--- src/inc/timer_dma_regs.svh ---
`ifndef TIMER_DMA_REGS_SVH
`define TIMER_DMA_REGS_SVH

// Register indices; byte address is four times the index
`define CPTR_IDX          8'hf0
`define APTR_IDX          8'hf1
`define VEC_IDX           8'hf2
`define CTRL_IDX          8'hf3
`define MASK_IDX          8'hf4
`define LOOP_IDX          8'hf8
`define IDX_W             8
`define IDX_SHIFT         2

// Reset values
`define CPTR_RST          8'h00
`define APTR_RST          8'h00
`define VEC_RST           8'h00
`define CTRL_RST          8'hc7
`define MASK_RST          8'h00
`define LOOP_RST          8'hfc

// Pointer register fields
`define PTR_MSB_HI        7
`define PTR_MSB_LO        2
`define PTR_ORIGIN_BIT    1
`define PTR_SEL_BIT       0
`define PTR_TOGGLE_BIT    0

// Vector register fields
`define VEC_BASE_HI       7
`define VEC_BASE_LO       3
`define VEC_GRP_HI        2
`define VEC_GRP_LO        1

// Control register fields
`define CTRL_CAP_EOB      7
`define CTRL_CMP_EOB      6
`define CTRL_CAP_ORIGIN   5
`define CTRL_CMP_TARGET   4
`define CTRL_SWAP         3
`define CTRL_PRIO_HI      2
`define CTRL_PRIO_LO      0

// Mask register fields
`define MASK_CAP          1
`define MASK_CMP          0

// Loopback register fields
`define LOOP_ODD          1
`define LOOP_EVEN         0

// Vector groups
`define GRP_OVF           2'b00
`define GRP_CAPTURE       2'b10
`define GRP_COMPARE       2'b11

`endif

--- src/inc/timer_dma_pkg.sv ---
`default_nettype none
package timer_dma_pkg;
    // Bus slave states, one-hot
    typedef enum logic [1:0] {
        ST_IDLE = 2'b01,
        ST_ACK  = 2'b10
    } apb_state_e;
    typedef logic [7:0] reg8_t;
    typedef logic [2:0] prio_t;
endpackage
`default_nettype wire

--- src/logic/timer_dma_interrupt_control.sv ---
// The implementer's own choice: the APB register port.
`timescale 1ns/1ps
`default_nettype none
`include "timer_dma_regs.svh"

module timer_dma_interrupt_control #(
    parameter int ADDR_W      = 12,
    parameter int TIMER_COUNT = 4
) (
    input  wire logic                      i_clk_sys,
    input  wire logic                      i_reset,
    input  wire logic                      i_psel,
    input  wire logic                      i_penable,
    input  wire logic                      i_pwrite,
    input  wire logic [ADDR_W-1:0]         i_paddr,
    input  wire logic [31:0]               i_pwdata,
    input  wire logic [3:0]                i_pstrb,
    output var  logic [31:0]               o_prdata,
    output var  logic                      o_pready,
    output var  logic                      o_pslverr,
    input  wire logic                      i_capture_xfer_done,
    input  wire logic                      i_compare_xfer_done,
    input  wire logic                      i_capture_eob,
    input  wire logic                      i_compare_eob,
    input  wire logic                      i_irq_valid,
    input  wire logic [1:0]                i_irq_group,
    input  wire logic [TIMER_COUNT-1:0]    i_timer_output_a,
    input  wire logic [TIMER_COUNT-1:0]    i_timer_input_a_pin,
    output var  logic [TIMER_COUNT-1:0]    o_timer_input_a,
    output var  timer_dma_pkg::reg8_t      o_counter_ptr,
    output var  timer_dma_pkg::reg8_t      o_addr_ptr,
    output var  timer_dma_pkg::reg8_t      o_vector_addr,
    output var  logic                      o_capture_xfer_origin,
    output var  logic                      o_compare_xfer_target,
    output var  logic                      o_swap_enable,
    output var  timer_dma_pkg::prio_t      o_priority_level,
    output var  logic                      o_capture_dma_mask,
    output var  logic                      o_compare_dma_mask,
    output var  logic                      o_dma_to_regfile,
    output var  logic                      o_dma_segment_ext
);
    import timer_dma_pkg::*;

    // Parameter sanity at elaboration: address must hold all indices, timers come in pairs
    if (ADDR_W < `IDX_W + `IDX_SHIFT || ADDR_W > 32) begin : g_bad_addr_w
        $error("ADDR_W out of range");
    end
    if (TIMER_COUNT < 2 || (TIMER_COUNT % 2) != 0) begin : g_bad_timer_count
        $error("TIMER_COUNT must be even and at least 2");
    end

    // Byte address of a register index
    function automatic logic [ADDR_W-1:0] addr_of(input logic [`IDX_W-1:0] idx);
        addr_of = ADDR_W'({idx, 2'b00});
    endfunction

    // Register state
    apb_state_e                 state_reg;        // Bus slave phase
    logic [5:0]                 cptr_msbs_reg;    // Counter pointer high bits
    logic                       cptr_area_reg;    // Register file when set
    logic [5:0]                 aptr_msbs_reg;    // Address pointer high bits
    logic                       seg_sel_reg;      // DMA segment when set
    logic                       origin_reg;       // Shared origin flag
    logic [4:0]                 vec_base_reg;     // Vector base bits
    logic [1:0]                 vec_group_reg;    // Requesting group
    logic                       cap_eob_reg;      // Capture end of block
    logic                       cmp_eob_reg;      // Compare end of block
    logic                       cap_origin_reg;   // Capture from port
    logic                       cmp_target_reg;   // Compare to port
    logic                       swap_reg;         // Swap mode
    prio_t                      prio_reg;         // Priority level
    logic                       cap_mask_reg;     // Capture DMA enable
    logic                       cmp_mask_reg;     // Compare DMA enable
    logic                       odd_sel_reg;      // Odd timer loopback
    logic                       even_sel_reg;     // Even timer loopback
    reg8_t                      rdata_next;       // Read mux result
    logic                       hit_next;         // Address is mapped

    // Write strobe in the access phase, low byte lane only
    logic                       wr_en;
    logic [7:0]                 wd;
    assign wr_en = i_psel && i_penable && o_pready && i_pwrite && i_pstrb[0];
    assign wd    = i_pwdata[7:0];

    // Register-level writes per address
    logic                       wr_cptr;
    logic                       wr_aptr;
    logic                       wr_vec;
    logic                       wr_ctrl;
    logic                       wr_mask;
    logic                       wr_loop;
    assign wr_cptr = wr_en && (i_paddr == addr_of(`CPTR_IDX));
    assign wr_aptr = wr_en && (i_paddr == addr_of(`APTR_IDX));
    assign wr_vec  = wr_en && (i_paddr == addr_of(`VEC_IDX));
    assign wr_ctrl = wr_en && (i_paddr == addr_of(`CTRL_IDX));
    assign wr_mask = wr_en && (i_paddr == addr_of(`MASK_IDX));
    assign wr_loop = wr_en && (i_paddr == addr_of(`LOOP_IDX));

    // Swap-mode compare end of block flips both table selectors
    logic                       swap_flip;
    assign swap_flip = i_compare_eob && swap_reg;

    // Read mux; unused loopback bits read as ones
    always_comb begin
        rdata_next = 8'h00;
        hit_next   = 1'b1;
        if (i_paddr == addr_of(`CPTR_IDX)) begin
            rdata_next = {cptr_msbs_reg, origin_reg, cptr_area_reg};
        end else if (i_paddr == addr_of(`APTR_IDX)) begin
            rdata_next = {aptr_msbs_reg, origin_reg, seg_sel_reg};
        end else if (i_paddr == addr_of(`VEC_IDX)) begin
            rdata_next = {vec_base_reg, vec_group_reg, 1'b0};
        end else if (i_paddr == addr_of(`CTRL_IDX)) begin
            rdata_next = {cap_eob_reg, cmp_eob_reg, cap_origin_reg, cmp_target_reg,
                          swap_reg, prio_reg};
        end else if (i_paddr == addr_of(`MASK_IDX)) begin
            rdata_next = {6'h00, cap_mask_reg, cmp_mask_reg};
        end else if (i_paddr == addr_of(`LOOP_IDX)) begin
            rdata_next = {6'h3f, odd_sel_reg, even_sel_reg};
        end else begin
            // Unmapped: zero data and an error answer
            hit_next = 1'b0;
        end
    end

    // Bus slave: answer in the first access cycle, data from flops
    always_ff @(posedge i_clk_sys or posedge i_reset) begin
        if (i_reset) begin
            state_reg <= ST_IDLE;
            o_pready  <= 1'b0;
            o_pslverr <= 1'b0;
            o_prdata  <= 32'h0000_0000;
        end else begin
            unique case (state_reg)
                ST_IDLE: begin
                    // Setup cycle: latch answer for the access cycle
                    if (i_psel && !i_penable) begin
                        state_reg <= ST_ACK;
                        o_pready  <= 1'b1;
                        o_pslverr <= !hit_next;
                        o_prdata  <= i_pwrite ? 32'h0000_0000 : {24'h00_0000, rdata_next};
                    end
                end
                ST_ACK: begin
                    // Access cycle completes here
                    state_reg <= ST_IDLE;
                    o_pready  <= 1'b0;
                    o_pslverr <= 1'b0;
                end
            endcase
        end
    end

    // Counter pointer: software high bits and area, hardware bit 2 toggle
    always_ff @(posedge i_clk_sys or posedge i_reset) begin
        if (i_reset) begin
            cptr_msbs_reg <= 6'(`CPTR_RST >> `PTR_MSB_LO);
            cptr_area_reg <= 1'(`CPTR_RST >> `PTR_SEL_BIT);
        end else begin
            if (wr_cptr) begin
                cptr_msbs_reg <= wd[`PTR_MSB_HI:`PTR_MSB_LO];
                cptr_area_reg <= wd[`PTR_SEL_BIT];
            end
            if (swap_flip) begin
                // Hardware toggle inverts the bit written by a same-cycle software write
                cptr_msbs_reg[`PTR_TOGGLE_BIT] <= !(wr_cptr ? wd[`PTR_MSB_LO]
                                                             : cptr_msbs_reg[`PTR_TOGGLE_BIT]);
            end
        end
    end

    // Address pointer: software high bits and segment, hardware bit 2 toggle
    always_ff @(posedge i_clk_sys or posedge i_reset) begin
        if (i_reset) begin
            aptr_msbs_reg <= 6'(`APTR_RST >> `PTR_MSB_LO);
            seg_sel_reg   <= 1'(`APTR_RST >> `PTR_SEL_BIT);
        end else begin
            if (wr_aptr) begin
                aptr_msbs_reg <= wd[`PTR_MSB_HI:`PTR_MSB_LO];
                seg_sel_reg   <= wd[`PTR_SEL_BIT];
            end
            if (swap_flip) begin
                // Table select kept even in register-file mode
                aptr_msbs_reg[`PTR_TOGGLE_BIT] <= !(wr_aptr ? wd[`PTR_MSB_LO]
                                                             : aptr_msbs_reg[`PTR_TOGGLE_BIT]);
            end
        end
    end

    // Origin flag follows the channel whose transfer just finished
    always_ff @(posedge i_clk_sys or posedge i_reset) begin
        if (i_reset) begin
            origin_reg <= 1'b0;
        end else if (i_compare_xfer_done) begin
            origin_reg <= 1'b1;
        end else if (i_capture_xfer_done) begin
            origin_reg <= 1'b0;
        end
    end

    // Vector register: base from software, group from requests
    always_ff @(posedge i_clk_sys or posedge i_reset) begin
        if (i_reset) begin
            vec_base_reg  <= 5'(`VEC_RST >> `VEC_BASE_LO);
            vec_group_reg <= `GRP_OVF;
        end else begin
            if (wr_vec) begin
                vec_base_reg <= wd[`VEC_BASE_HI:`VEC_BASE_LO];
            end
            if (i_irq_valid) begin
                vec_group_reg <= i_irq_group;
            end
        end
    end

    // Control register software fields
    always_ff @(posedge i_clk_sys or posedge i_reset) begin
        if (i_reset) begin
            cap_origin_reg <= 1'(`CTRL_RST >> `CTRL_CAP_ORIGIN);
            cmp_target_reg <= 1'(`CTRL_RST >> `CTRL_CMP_TARGET);
            swap_reg       <= 1'(`CTRL_RST >> `CTRL_SWAP);
            prio_reg       <= 3'(`CTRL_RST >> `CTRL_PRIO_LO);
        end else if (wr_ctrl) begin
            cap_origin_reg <= wd[`CTRL_CAP_ORIGIN];
            cmp_target_reg <= wd[`CTRL_CMP_TARGET];
            swap_reg       <= wd[`CTRL_SWAP];
            prio_reg       <= wd[`CTRL_PRIO_HI:`CTRL_PRIO_LO];
        end
    end

    // End-of-block flags: forced high without swap, event beats clear
    always_ff @(posedge i_clk_sys or posedge i_reset) begin
        if (i_reset) begin
            cap_eob_reg <= 1'(`CTRL_RST >> `CTRL_CAP_EOB);
            cmp_eob_reg <= 1'(`CTRL_RST >> `CTRL_CMP_EOB);
        end else begin
            if (!swap_reg) begin
                cap_eob_reg <= 1'b1;
            end else if (i_capture_eob) begin
                cap_eob_reg <= 1'b1;
            end else if (wr_ctrl) begin
                cap_eob_reg <= wd[`CTRL_CAP_EOB];
            end
            if (!swap_reg) begin
                cmp_eob_reg <= 1'b1;
            end else if (i_compare_eob) begin
                cmp_eob_reg <= 1'b1;
            end else if (wr_ctrl) begin
                cmp_eob_reg <= wd[`CTRL_CMP_EOB];
            end
        end
    end

    // DMA masks: software enables, end of block disables
    always_ff @(posedge i_clk_sys or posedge i_reset) begin
        if (i_reset) begin
            cap_mask_reg <= 1'(`MASK_RST >> `MASK_CAP);
            cmp_mask_reg <= 1'(`MASK_RST >> `MASK_CMP);
        end else begin
            if (wr_mask) begin
                cap_mask_reg <= wd[`MASK_CAP];
            end else if (i_capture_eob) begin
                cap_mask_reg <= 1'b0;
            end
            if (wr_mask) begin
                cmp_mask_reg <= wd[`MASK_CMP];
            end else if (i_compare_eob) begin
                cmp_mask_reg <= 1'b0;
            end
        end
    end

    // Loopback selects
    always_ff @(posedge i_clk_sys or posedge i_reset) begin
        if (i_reset) begin
            odd_sel_reg  <= 1'(`LOOP_RST >> `LOOP_ODD);
            even_sel_reg <= 1'(`LOOP_RST >> `LOOP_EVEN);
        end else if (wr_loop) begin
            odd_sel_reg  <= wd[`LOOP_ODD];
            even_sel_reg <= wd[`LOOP_EVEN];
        end
    end

    // Registered input A per timer: loop from output A or take the pin
    // One process owns the whole vector so no bit has a second writer
    always_ff @(posedge i_clk_sys or posedge i_reset) begin
        if (i_reset) begin
            o_timer_input_a <= {TIMER_COUNT{1'b0}};
        end else begin
            for (int t = 0; t < TIMER_COUNT; t++) begin
                if ((t % 2) == 1) begin
                    o_timer_input_a[t] <= odd_sel_reg ? i_timer_output_a[t]
                                                      : i_timer_input_a_pin[t];
                end else begin
                    o_timer_input_a[t] <= even_sel_reg ? i_timer_output_a[t]
                                                       : i_timer_input_a_pin[t];
                end
            end
        end
    end

    // Outputs straight from the register flops
    assign o_counter_ptr         = {cptr_msbs_reg, origin_reg, cptr_area_reg};
    assign o_addr_ptr            = {aptr_msbs_reg, origin_reg, seg_sel_reg};
    assign o_vector_addr         = {vec_base_reg, vec_group_reg, 1'b0};
    assign o_capture_xfer_origin = cap_origin_reg;
    assign o_compare_xfer_target = cmp_target_reg;
    assign o_swap_enable         = swap_reg;
    assign o_priority_level      = prio_reg;
    assign o_capture_dma_mask    = cap_mask_reg;
    assign o_compare_dma_mask    = cmp_mask_reg;
    assign o_dma_to_regfile      = cptr_area_reg;
    assign o_dma_segment_ext     = seg_sel_reg;

    // Checks
    AST_CPTR_TOGGLE: assert property (@(posedge i_clk_sys) disable iff (i_reset)
        (swap_flip && !wr_cptr) |=> (o_counter_ptr[`PTR_MSB_LO] != $past(o_counter_ptr[`PTR_MSB_LO])))
        else $error("counter pointer bit 2 did not toggle");
    AST_APTR_TOGGLE: assert property (@(posedge i_clk_sys) disable iff (i_reset)
        (swap_flip && !wr_aptr) |=> (o_addr_ptr[`PTR_MSB_LO] != $past(o_addr_ptr[`PTR_MSB_LO])))
        else $error("address pointer bit 2 did not toggle");
    AST_NO_TOGGLE: assert property (@(posedge i_clk_sys) disable iff (i_reset)
        (!swap_flip && !wr_aptr && !wr_cptr) |=> $stable(o_addr_ptr[`PTR_MSB_HI:`PTR_MSB_LO])
        && $stable(o_counter_ptr[`PTR_MSB_HI:`PTR_MSB_LO]))
        else $error("pointer changed without cause");
    AST_ORIGIN: assert property (@(posedge i_clk_sys) disable iff (i_reset)
        i_compare_xfer_done |=> o_counter_ptr[`PTR_ORIGIN_BIT] && o_addr_ptr[`PTR_ORIGIN_BIT])
        else $error("origin flag not set by compare");
    AST_VEC_LSB: assert property (@(posedge i_clk_sys) disable iff (i_reset)
        !o_vector_addr[0] && !(o_prdata[0] && $past(i_paddr == addr_of(`VEC_IDX) && i_psel
        && !i_penable && !i_pwrite)))
        else $error("vector bit 0 not zero");
    AST_VEC_GROUP: assert property (@(posedge i_clk_sys) disable iff (i_reset)
        i_irq_valid |=> o_vector_addr[`VEC_GRP_HI:`VEC_GRP_LO] == $past(i_irq_group))
        else $error("vector group not captured");
    AST_EOB_FORCED: assert property (@(posedge i_clk_sys) disable iff (i_reset)
        !o_swap_enable [*2] |-> cap_eob_reg && cmp_eob_reg)
        else $error("end-of-block flag low with swap off");
    AST_EOB_SET: assert property (@(posedge i_clk_sys) disable iff (i_reset)
        (i_compare_eob && o_swap_enable) |=> cmp_eob_reg)
        else $error("compare end-of-block flag not set");
    AST_MASK_CLEAR: assert property (@(posedge i_clk_sys) disable iff (i_reset)
        (i_capture_eob && !wr_mask) |=> !o_capture_dma_mask)
        else $error("capture mask not cleared at end of block");
    AST_LOOP_EVEN: assert property (@(posedge i_clk_sys) disable iff (i_reset)
        ($past(even_sel_reg) && $past(!i_reset)) |-> o_timer_input_a[0] == $past(i_timer_output_a[0]))
        else $error("even loopback not routed");
    AST_READY: assert property (@(posedge i_clk_sys) disable iff (i_reset)
        (i_psel && !i_penable && state_reg == ST_IDLE) |=> o_pready ##1 !o_pready)
        else $error("bus answer not one cycle after setup");

endmodule

`default_nettype wire

--- config.mk ---
export PLATFORM = sky130hd
export DESIGN_NAME = timer_dma_interrupt_control
export DESIGN_NICKNAME = d
export VERILOG_FILES = /design/src/inc/timer_dma_pkg.sv /design/src/logic/timer_dma_interrupt_control.sv
export VERILOG_INCLUDE_DIRS = /design/src /design/src/inc
export SDC_FILE = /design/constraint.sdc
export NUM_CORES = 1
export LEC_CHECK = 0
export ABC_CLOCK_PERIOD_IN_PS = 1700
export BUFFER_PORTS_ARGS = -buffer_cell sky130_fd_sc_hd__buf_4
export CORE_MARGIN = 1.5
export CORE_UTILIZATION = 41
export DETAILED_ROUTE_END_ITERATION = 10
export GPL_ROUTABILITY_DRIVEN = 1
export PLACE_DENSITY = 0.88
export REMOVE_ABC_BUFFERS = 1
export SLEW_MARGIN = 40
export SYNTH_ARGS = -nofsm -noshare
export SYNTH_HDL_FRONTEND = slang
export SYNTH_SLANG_ARGS = --single-unit
--- constraint.sdc ---
create_clock -name i_clk_sys -period 1.7 [get_ports i_clk_sys]
set_input_delay 0.34 -clock i_clk_sys [delete_from_list [all_inputs] [get_ports i_clk_sys]]
set_output_delay 0.34 -clock i_clk_sys [all_outputs]
set_load 0.005 [all_outputs]
== Yosys cells after proc, flatten, opt, wreduce, memory -nomap -nowiden ==
Cells that the tools add are included.
Word-level totals
  register bits: 74
  bits of input ports: 68
  output and inout port bits: 72
  word-level logic and storage cells: 98
Cells by class
  equal/unequal tests: 11
  mux-type cells: 41
  reduce and logical (&&, ||, !) cells: 22
Operators with widths (number)
  12-bit by 10-bit == test with 1-bit output, second input constant: 6
  8-bit 2-to-1 mux: 7
  1-bit 2-to-1 mux: 30
  1-bit logical AND: 12
  2-bit nonzero test: 5
  3-bit by 2-bit inequality test with 1-bit output, second input constant: 2
  1-bit zero test: 4
  1-bit case mux with 2 select lines: 2
  2-bit case mux with 2 select lines: 1
  2-bit by 1-bit == test with 1-bit output, second input constant: 1
  2-bit == test, second input constant: 1
  2-bit 2-to-1 mux: 1
  2-bit inequality test, second input constant: 1
  2-bit AND reduction: 1

== Logic depth before layout (Yosys ltp) ==
Gate-level depths: netlist of run 1.
  word-level depth: 10
  mapped depth: 7

== Worst setup path after synthesis of run 1 ==
No wires, ideal clock.
  path type: input to register
  from: input port i_paddr[10]
  to: register cap_origin_reg, in the netlist o_capture_xfer_origin
  library setup time: 125 ps
  arrival time: 1833 ps
  slack: -257 ps
  stages: 5
  path buffers: 1
  cell sequence: nand4bb_1 or4_1 buf_6 nor3_4 mux2_2
On the way
  cells in the longest elaborated chain, start to end: 2
RTL lines
  start: declaration: RTL line timer_dma_interrupt_control.sv:15  | input wire logic [ADDR_W-1:0] i_paddr,
  12-bit by 10-bit == test with 1-bit output: RTL line timer_dma_interrupt_control.sv:95  | assign wr_ctrl = wr_en && (i_paddr == addr_of(`CTRL_IDX));
  1-bit logical AND: RTL line timer_dma_interrupt_control.sv:95
  end signal: assignment: RTL line timer_dma_interrupt_control.sv:219  | cap_origin_reg <= 1'(`CTRL_RST >> `CTRL_CAP_ORIGIN);
  end signal: assignment: RTL line timer_dma_interrupt_control.sv:224  | cap_origin_reg <= wd[`CTRL_CAP_ORIGIN];
  end: declaration: RTL line timer_dma_interrupt_control.sv:68  | logic cap_origin_reg;
Every way passes these cells.
A chain may end at the register's enable or synchronous reset.

== Final worst setup path of run 1 ==
Same ends and word-level chain as after synthesis.

==> results of run 1 <==
## through the flow
stage          power [mW]  area [um^2]    util
5_1_grt             2.498         3692  0.5848
6_report            2.389         3692  0.5848
3_3_place_gp        1.705         3441  0.5450
3_5_place_dp        1.719         3441  0.5450
2_1_floorplan       1.465         2494       -
4_1_cts             2.385         3632  0.5753
## routing by layer
metal / global-route usage / wire length [um] / up-vias
met3: 0.04352 / 580 / 24
li1: - / - / 1050
met4: 0.1013 / 226 / 0
met1: 0.2417 / 2833 / 1138
met2: 0.3343 / 3835 / 131
met5: 0 / 0 / -
## final cells by class
type / count / area (um^2) / share of cell area
tap: 77 / 96.34 / 0.02609
inverter: 10 / 37.54 / 0.01017
clock buffer: 7 / 76.32 / 0.02067
sequential: 49 / 1234 / 0.3341
clock inverter: 1 / 7.507 / 0.002033
multi-input combinational: 185 / 1344 / 0.3639
timing repair buffer: 112 / 897.1 / 0.2430
## power breakdown
group / internal (mW) / switching [mW]
logic: 0.235 / 0.211
registers: 1.23 / 0.0371
clock network: 0.292 / 0.389
total: 1.75 / 0.637
## cells in the mapped netlist (all sizes together), types with 2 or more instances
master,n
dfrtp,43
nand2,33
buf,30
mux2,28
o21ai,16
a21oi,13
nor2b,12
inv,10
clkbuf,8
o31ai,8
a211oi,6
dfstp,6
nor2,6
mux2i,5
nand2b,4
nor3,4
a21o,3
a22oi,2
nand3,2
nand3b,2
nand4bb,2
nor4,2
or3,2
xor2,2
## worst max-delay path, stage by stage
cell and delay (ns):
buf_6 0.09, nand4bb_1 0.19, or4_4 0.64, nor3_4 0.24, buf_12 0.18, mux2_4 0.30
## cell families (layout without fill, tap and decap cells)
kind of cell           Yosys count  in the layout
other                            1             25
AO/OA/AOI/OAI                   52             52
AND/OR/NAND/NOR                 73             73
multiplexers                    33             33
buffers and inverters           48            130
flip-flops                      49             49
XOR/XNOR                         2              2
## how the worst min path moves through the flow
stage,from,endpoint,slack (ns),cells after the start
finish,i_reset,vec_base_reg[4],0.04,2
CTS,i_reset,vec_base_reg[4],0.06,2
detailed placement,i_reset,o_prdata[1],0.38,2
floorplan,i_compare_xfer_done,origin_reg,0.43,1
global placement,i_reset,o_prdata[1],0.37,2
global route,i_reset,o_prdata[4],0.07,2
## repair_timing
action                                  CTS  global route
cloned                                    0             1
setup buffers                             2             0
gates resized for setup                  21            24
pin swaps                                 4             3
endpoints found under the setup margin   32            37
==> run_results.csv, run 1 <==
group,metric,value,unit
outcome,status,"complete, but fails checks",
outcome,violations,"negative setup slack",
synthesis,synth_top_family_by_area,"simple AND/OR/NAND/NOR gates",
synthesis,yosys_register_bits,49,
finish,syn_to_final_growth,38.16,%
synthesis,yosysTopAreaCellShare,0.4026,
worst_setup_path,reg2reg_depth,5,
worst_setup_path,crit_path_end_kind,"flip-flop",
die,die_y,83.74,um
worst_setup_path,cp_data_arrival_time,1.99,ns
place,place.gp.congestion,0.8579,
pwr,p_leak,1.775,nW
worst_setup_path,crit_type,"primary input to flip-flop",
clock_tree,clock_latency,0.31,ns
worst_setup_path,critPathLaunch,"i_paddr[10]",
pwr,power_density,647.1,nW/um^2
place,place.port_buffers,87,
sta,grt_setup_unrepaired,"yes",
worst_setup_path,required,1.90,ns
finish,diodes,0,
global_route,grt_max_degree,31,
synthesis,synthSimpleGateAreaFrac,0.1582,
finish,nets,431,
routing,firstDrtPassIters,7,
place,pre_cts_ws,-0.4787,ns
die,dieArea,7012,um^2
synthesis,synth_area,2673,um^2
run,maxCapViolations,0,
synthesis,post_synth.cell_area_avg,10.36,um^2
sta,final_max_slew_viol_count,0,
synthesis,yosys_warnings,0,
synthesis,synth-edff-count,0,
clock_tree,cts_root_buf,"clkbuf_8",
synthesis,synth-xor-area-share,0.006554,
die,num_io_pins,140,
synthesis,synth_seq_area_share,0.4616,
worst_setup_path,r2r_setup_slack,-0.06,ns
sta,finalHoldViolCount,0,
finish,stdcell_count,441,
sta,layout_setup_ws,-0.08460,ns
synthesis,ys.flop_type,"dfrtp_1",
worst_hold_path,hp-class,"primary input to asynchronous set/reset pin",
finish,n_fill_cell,489,
clock_tree,clockBufferDepth,2,
synthesis,synth-compound-area-share,0.1208,
routing,drc,0,
sta,maxSlewHeadroom,0.6586,
sta,setup_viol,11,
worst_setup_path,critical_path.startpoint_type,"primary input",
routing,viasPerCell,5.313,
routing,ant_nets,0,
worst_setup_path,rr_startpoint,"o_pready",
routing,drt_wl_total,7476,um
global_route,grt_pass1_wl,11120,um
synthesis,synth_top_area_cell,"dfrtp_1",
sta,min_period,1.785,ns
synthesis,async_reset_ff_frac,1.000,
synthesis,muxShareOfSynthArea,0.1367,
pwr,peakVddDrop,340.1,uV
clock_tree,htree_levels,2,
synthesis,synthCells,258,
sta,hold_ws,0.03771,ns
die,row_count,29,
global_route,grt_pass1_vias,2346,
worst_setup_path,reg2reg_to,"o_capture_xfer_origin",
worst_setup_path,crit_end,"o_capture_xfer_origin",
clock_tree,cts_tree,"yes",
routing,wl_per_cell,16.95,um
sta,finClkSkew,0.007947,ns
routing,first_iter_violations,241,
sta,min_period_over_period,1.050,
place,dp_hpwl,5168,um
finish,largest_reg_flops,8,
clock_tree,cts_buffers,5,
sta,fmax,560.4,MHz
synthesis,synthTopCellsByArea,"dfrtp_1 (40%), mux2_2 (12%), buf_4 (8.1%), dfstp_2 (5.9%), nand2_1 (4.5%)",
synthesis,synth_cell_types,40,
synthesis,synth_fa_ha_area_frac,0,
global_route,grt_antenna_before_repair,0,
clock_tree,hold_buffers,0,
die,core_area,6314,um^2
finish,final_cell_mix,"buf_4 (104), dfrtp_1 (43), nand2_1 (29)",
die,start_util,0.4233,
clock_tree,clkTransAtPathRegs,0.09,ns
routing,via_count,2343,
worst_setup_path,path_max_fanout,8,
finish,drive_gt1_frac,0.4780,
die,die_x,83.74,um
finish,mostFrequentLayoutCell,"buf_4",
place,dp_cells,431,
clock_tree,numClockSinks,49,
global_route,grt-ovfl-total,0,
sta,tns,-0.4885,ns
global_route,grt_usage,0.1995,
sta,worst_pin_slew,0.5074,ns
Power figures use the tool's default switching activity.
==> run 2, diff against run 1 <==
CORE_UTILIZATION = 42   (was 41)
CTS_BUF_LIST = sky130_fd_sc_hd__clkbuf_8   (was unset)
PLACE_DENSITY = 0.89   (was 0.88)
==> run_results.csv, run 2 (synthesized netlist as in run 1, its figures left out) <==
group,metric,value,unit
die,core_area,6026,um^2
routing,via_count,2311,
global_route,grt_usage,0.2259,
die,start_util,0.4435,
clock_tree,numClockSinks,49,
global_route,grt_antenna_before_repair,0,
sta,setup_viol,19,
place,place.port_buffers,87,
finish,mostFrequentLayoutCell,"buf_4",
run,maxCapViolations,0,
sta,min_period,1.782,ns
worst_setup_path,cp_slowest_cell,"or4_4",
die,dieArea,6851,um^2
worst_setup_path,critPathLaunch,"i_paddr[11]",
sta,hold_ws,0.03723,ns
worst_setup_path,path_max_fanout,6,
pwr,fin_total_pwr,2.576,mW
sta,layout_setup_ws,-0.08187,ns
finish,final_cell_mix,"buf_4 (106), dfrtp_1 (43), nand2_1 (32)",
global_route,grt_pass1_vias,2251,
sta,fmax,561.2,MHz
die,die_x,82.77,um
clock_tree,cts_buffers,5,
worst_setup_path,r2r_setup_slack,-0.06,ns
clock_tree,clkTransAtPathRegs,0.09,ns
finish,n_fill_cell,499,
place,place.gp.congestion,0.8612,
worst_setup_path,crit_end,"aptr_msbs_reg[1]",
pwr,p_leak,1.809,nW
clock_tree,cts_tree,"yes",
die,num_io_pins,140,
die,die_y,82.77,um
outcome,violations,"negative setup slack",
worst_setup_path,cp_num_cells,7,
outcome,status,"complete, but fails checks",
worst_setup_path,path_cells,"buf_6 -> nand4bb_1 -> or4_4 -> buf_8 -> nor3_4 -> buf_6 -> mux2_4",
clock_tree,htree_levels,2,
global_route,grt_max_degree,31,
routing,drt_wl_total,7415,um
routing,viasPerCell,5.229,
sta,min_period_over_period,1.048,
finish,syn_to_final_growth,39.93,%
place,dp_hpwl,5358,um
worst_setup_path,crit_path_end_kind,"flip-flop",
worst_setup_path,critPathMaxStageDelay,0.54,ns
worst_setup_path,path_delay_family,"simple AND/OR/NAND/NOR gates",
worst_setup_path,reg2reg_depth,6,
worst_setup_path,rr_startpoint,"o_pready",
finish,largest_reg_flops,8,
global_route,grt-ovfl-total,0,
worst_setup_path,cp_common_cell,"buf_6",
clock_tree,clockBufferDepth,2,
pwr,peakVddDrop,430.4,uV
clock_tree,clock_latency,0.31,ns
worst_setup_path,required,1.90,ns
finish,seqCellArea,1234,um^2
routing,wl_per_cell,16.78,um
sta,finalHoldViolCount,0,
finish,nets,434,
routing,ant_nets,0,
finish,multiInputGateArea,1340,um^2
routing,first_iter_violations,128,
worst_setup_path,cp_data_arrival_time,1.98,ns
sta,finClkSkew,0.009782,ns
finish,diodes,0,
die,row_count,28,
sta,grt_setup_unrepaired,"yes",
worst_hold_path,hp-class,"primary input to asynchronous set/reset pin",
pwr,power_density,688.8,nW/um^2
worst_setup_path,crit_buf_inv,3,
routing,drc,0,
global_route,grt_pass1_wl,11470,um
worst_setup_path,crit_type,"primary input to flip-flop",
routing,firstDrtPassIters,4,
finish,drive_gt1_frac,0.4741,
sta,final_max_slew_viol_count,0,
worst_setup_path,critical_path.startpoint_type,"primary input",
worst_setup_path,reg2reg_to,"aptr_msbs_reg[1]",
clock_tree,hold_buffers,0,
clock_tree,cts_root_buf,"clkbuf_8",
==> run 2: changes by cell type in the layout (fill, tap and decap cells not counted), moves of 2 or more <==
cell and delta:
o21ai_2 -2, o21ai_0 +2, nand2_1 +3, nand2_2 -3
clkbuf_1 -2, buf_4 +2
==> run 2: cell type report <==
| class | count | area share |
|---|---|---|
| multi-input cells | 185 | 0.3583 |
| flip-flops and latches | 49 | 0.3299 |
| repair buffers | 115 | 0.2456 |
| well taps | 75 | 0.02509 |
| clock buffers | 6 | 0.02208 |
| inverters | 10 | 0.01004 |
| clock inverters | 2 | 0.009033 |
==> run 2: stage by stage <==
| stage | std cells | area (um^2) | worst slack (ns) | setup TNS, ns | utilization |
|---|---|---|---|---|---|
| 2_1_floorplan | 244 | 2494 | -0.3652 | -7.901 | - |
| 3_3_place_gp | 431 | 3453 | -0.4319 | -12.98 | 0.5731 |
| 3_5_place_dp | 431 | 3453 | -0.4841 | -14.52 | 0.5731 |
| 4_1_cts | 442 | 3679 | -0.06140 | -0.4430 | 0.6105 |
| 5_1_grt | 442 | 3740 | -0.1146 | -1.963 | 0.6206 |
| 6_report | 442 | 3740 | -0.08187 | -0.7412 | 0.6206 |
==> run 2: worst register-to-register path, cell delays in order, from the launching register on <==
cell and delay, ns:
dfrtp_1 0.36, nand2_1 0.05, or4_4 0.42, buf_8 0.16, nor3_4 0.19, buf_6 0.17, mux2_4 0.31
==> run 2: metal layers <==
metal	up-vias	global-route usage	part of all wire
met1	1101	0.2858	0.40
met3	13	0.04590	0.083
met5	-	0	0
li1	1062	-	-
met2	135	0.3732	0.50
met4	0	0.1000	0.020
==> run 2: how the worst min path moves through the flow <==
stage,slack [ns],cells after the start,endpoint,start
floorplan,0.43,1,origin_reg,i_compare_xfer_done
global placement,0.38,2,cptr_msbs_reg[4],i_reset
detailed placement,0.39,2,cptr_msbs_reg[4],i_reset
CTS,0.05,2,cptr_msbs_reg[3],i_reset
global route,0.08,2,cptr_msbs_reg[4],i_reset
finish,0.04,2,cptr_msbs_reg[3],i_reset
==> run 2: where the power goes <==
part	total (mW)	switching, mW	internal, mW
sequential	1.26	0.0377	1.23
clock	0.862	0.388	0.474
combinational	0.451	0.212	0.239
==> run 2: repair_timing <==
action,CTS,global route
setup buffers,3,0
gates resized for setup,24,16
pin swaps,5,3
endpoints found under the setup margin,33,36
==> run 3, diff against run 2 <==
CTS_BUF_LIST = sky130_fd_sc_hd__clkbuf_2   (was sky130_fd_sc_hd__clkbuf_8)
==> run_results.csv, run 3 (synthesized netlist as in run 1, its figures left out) <==
group,metric,value,unit
outcome,status,"finished, final reports clean",
routing,wl_per_cell,16.25,um
sta,finClkSkew,0.02932,ns
sta,min_period,1.700,ns
routing,viasPerCell,5.160,
finish,n_fill_cell,519,
finish,syn_to_final_growth,37.03,%
routing,via_count,2286,
worst_setup_path,critPathMaxStageDelay,0.52,ns
sta,layout_setup_ws,0.0004592,ns
clock_tree,htree_levels,2,
finish,drive_gt1_frac,0.4632,
global_route,grt_usage,0.2218,
clock_tree,cts_buffers,5,
die,core_area,6026,um^2
worst_setup_path,cp_data_arrival_time,2.06,ns
clock_tree,cts_root_buf,"clkbuf_2",
worst_setup_path,cp_slowest_cell,"or4_4",
worst_setup_path,required,2.06,ns
worst_hold_path,hp-class,"primary input to flip-flop",
worst_setup_path,crit_path_end_kind,"flip-flop",
finish,largest_reg_flops,8,
pwr,power_density,643.8,nW/um^2
finish,mostFrequentLayoutCell,"buf_4",
sta,min_period_over_period,0.9997,
sta,fmax,588.4,MHz
die,die_x,82.77,um
worst_setup_path,crit_type,"flip-flop to flip-flop",
sta,hold_ws,0.07244,ns
worst_setup_path,crit_buf_inv,1,
die,start_util,0.4435,
clock_tree,numClockSinks,49,
finish,nets,434,
run,maxCapViolations,0,
worst_setup_path,path_max_fanout,8,
sta,finalHoldViolCount,0,
finish,final_cell_mix,"buf_4 (108), dfrtp_1 (43), nand2_1 (32)",
worst_setup_path,rr_startpoint,"o_pready",
worst_setup_path,crit_end,"o_swap_enable",
routing,ant_nets,0,
sta,grt_setup_unrepaired,"yes",
sta,setup_viol,0,
sta,final_max_slew_viol_count,0,
die,row_count,28,
die,dieArea,6851,um^2
routing,drt_wl_total,7199,um
global_route,grt_pass1_wl,11180,um
worst_setup_path,critical_path.startpoint_type,"flip-flop",
worst_setup_path,cp_num_cells,5,
pwr,peakVddDrop,416.7,uV
routing,firstDrtPassIters,4,
clock_tree,cts_tree,"yes",
global_route,grt_pass1_vias,2235,
die,die_y,82.77,um
worst_setup_path,r2r_setup_slack,0.0005,ns
clock_tree,clockBufferDepth,2,
clock_tree,clock_latency,0.45,ns
place,place.port_buffers,87,
pwr,p_leak,1.785,nW
global_route,grt-ovfl-total,0,
worst_setup_path,reg2reg_depth,5,
worst_setup_path,path_delay_family,"simple AND/OR/NAND/NOR gates",
routing,drc,0,
worst_setup_path,path_cells,"nand2_1 -> or4_4 -> nor3_4 -> buf_12 -> mux2_4",
global_route,grt_max_degree,31,
die,num_io_pins,140,
routing,first_iter_violations,157,
sta,maxSlewHeadroom,0.6616,
place,place.gp.congestion,0.8612,
global_route,grt_antenna_before_repair,1,
place,pre_cts_ws,-0.4841,ns
clock_tree,clkTransAtPathRegs,0.23,ns
pwr,fin_total_pwr,2.358,mW
worst_setup_path,reg2reg_to,"o_swap_enable",
sta,worst_pin_slew,0.5030,ns
worst_setup_path,critPathLaunch,"o_pready",
place,dp_hpwl,5358,um
[run 3: where the power goes]
group	switching (mW)	total [mW]	leakage, nW	internal (mW)
clock network	0.370	0.620	0.0406	0.250
logic	0.215	0.465	1.13	0.250
registers	0.0447	1.27	0.616	1.23
total	0.629	2.36	1.78	1.73
[run 3: worst min path at each step]
stage	to	slack, ns	depth (start not counted)	start
after CTS	origin_reg	0.07	2	i_compare_xfer_done
after floorplan	origin_reg	0.43	1	i_compare_xfer_done
after global placement	cptr_msbs_reg[4]	0.38	2	i_reset
after detailed placement	cptr_msbs_reg[4]	0.39	2	i_reset
after global routing	origin_reg	0.06	2	i_compare_xfer_done
final	origin_reg	0.07	2	i_compare_xfer_done
[run 3: worst reg2reg max path, stage by stage (launching register included)]
cell and delay, ns:
dfrtp_1 0.40, nand2_1 0.05, or4_4 0.52, nor3_4 0.19, buf_12 0.17, mux2_4 0.30
[run 3: through the flow]
step                      utilization  TNS, ns  instance area (um^2)  cells
after floorplan                     -   -7.901                  2494    244
after global placement         0.5731   -12.98                  3453    431
after detailed placement       0.5731   -14.52                  3453    431
after CTS                      0.5984  -0.2169                  3606    443
after global routing           0.6078  -0.3736                  3662    443
final                          0.6078        0                  3662    443
[run 3: per-layer routing]
metal  up-vias  global-route usage  routed length [um]
li1       1055                   -                   -
met1      1109              0.2721                2888
met5         -                   0                   0
met3        19             0.04153                 484
met2       103              0.3789                3630
met4         0             0.09833                 196
[run 3: cell type report]
type	instances	area, um^2	area share
Clock inverter	2	33.78	0.009224
Inverter	10	37.54	0.01025
Sequential cell	49	1234	0.3369
Multi-Input combinational cell	185	1325	0.3618
Clock buffer	6	30.03	0.008200
Antenna cell	1	2.502	0.0006833
Timing Repair Buffer	115	905.9	0.2474
Tap cell	75	93.84	0.02562
[run 3: repair_timing]
action,CTS,global route
setup buffers,3,0
gates resized for setup,15,13
hold endpoints to repair,18,0
pin swaps,4,7
hold buffers,1,0
setup endpoints to repair,32,24
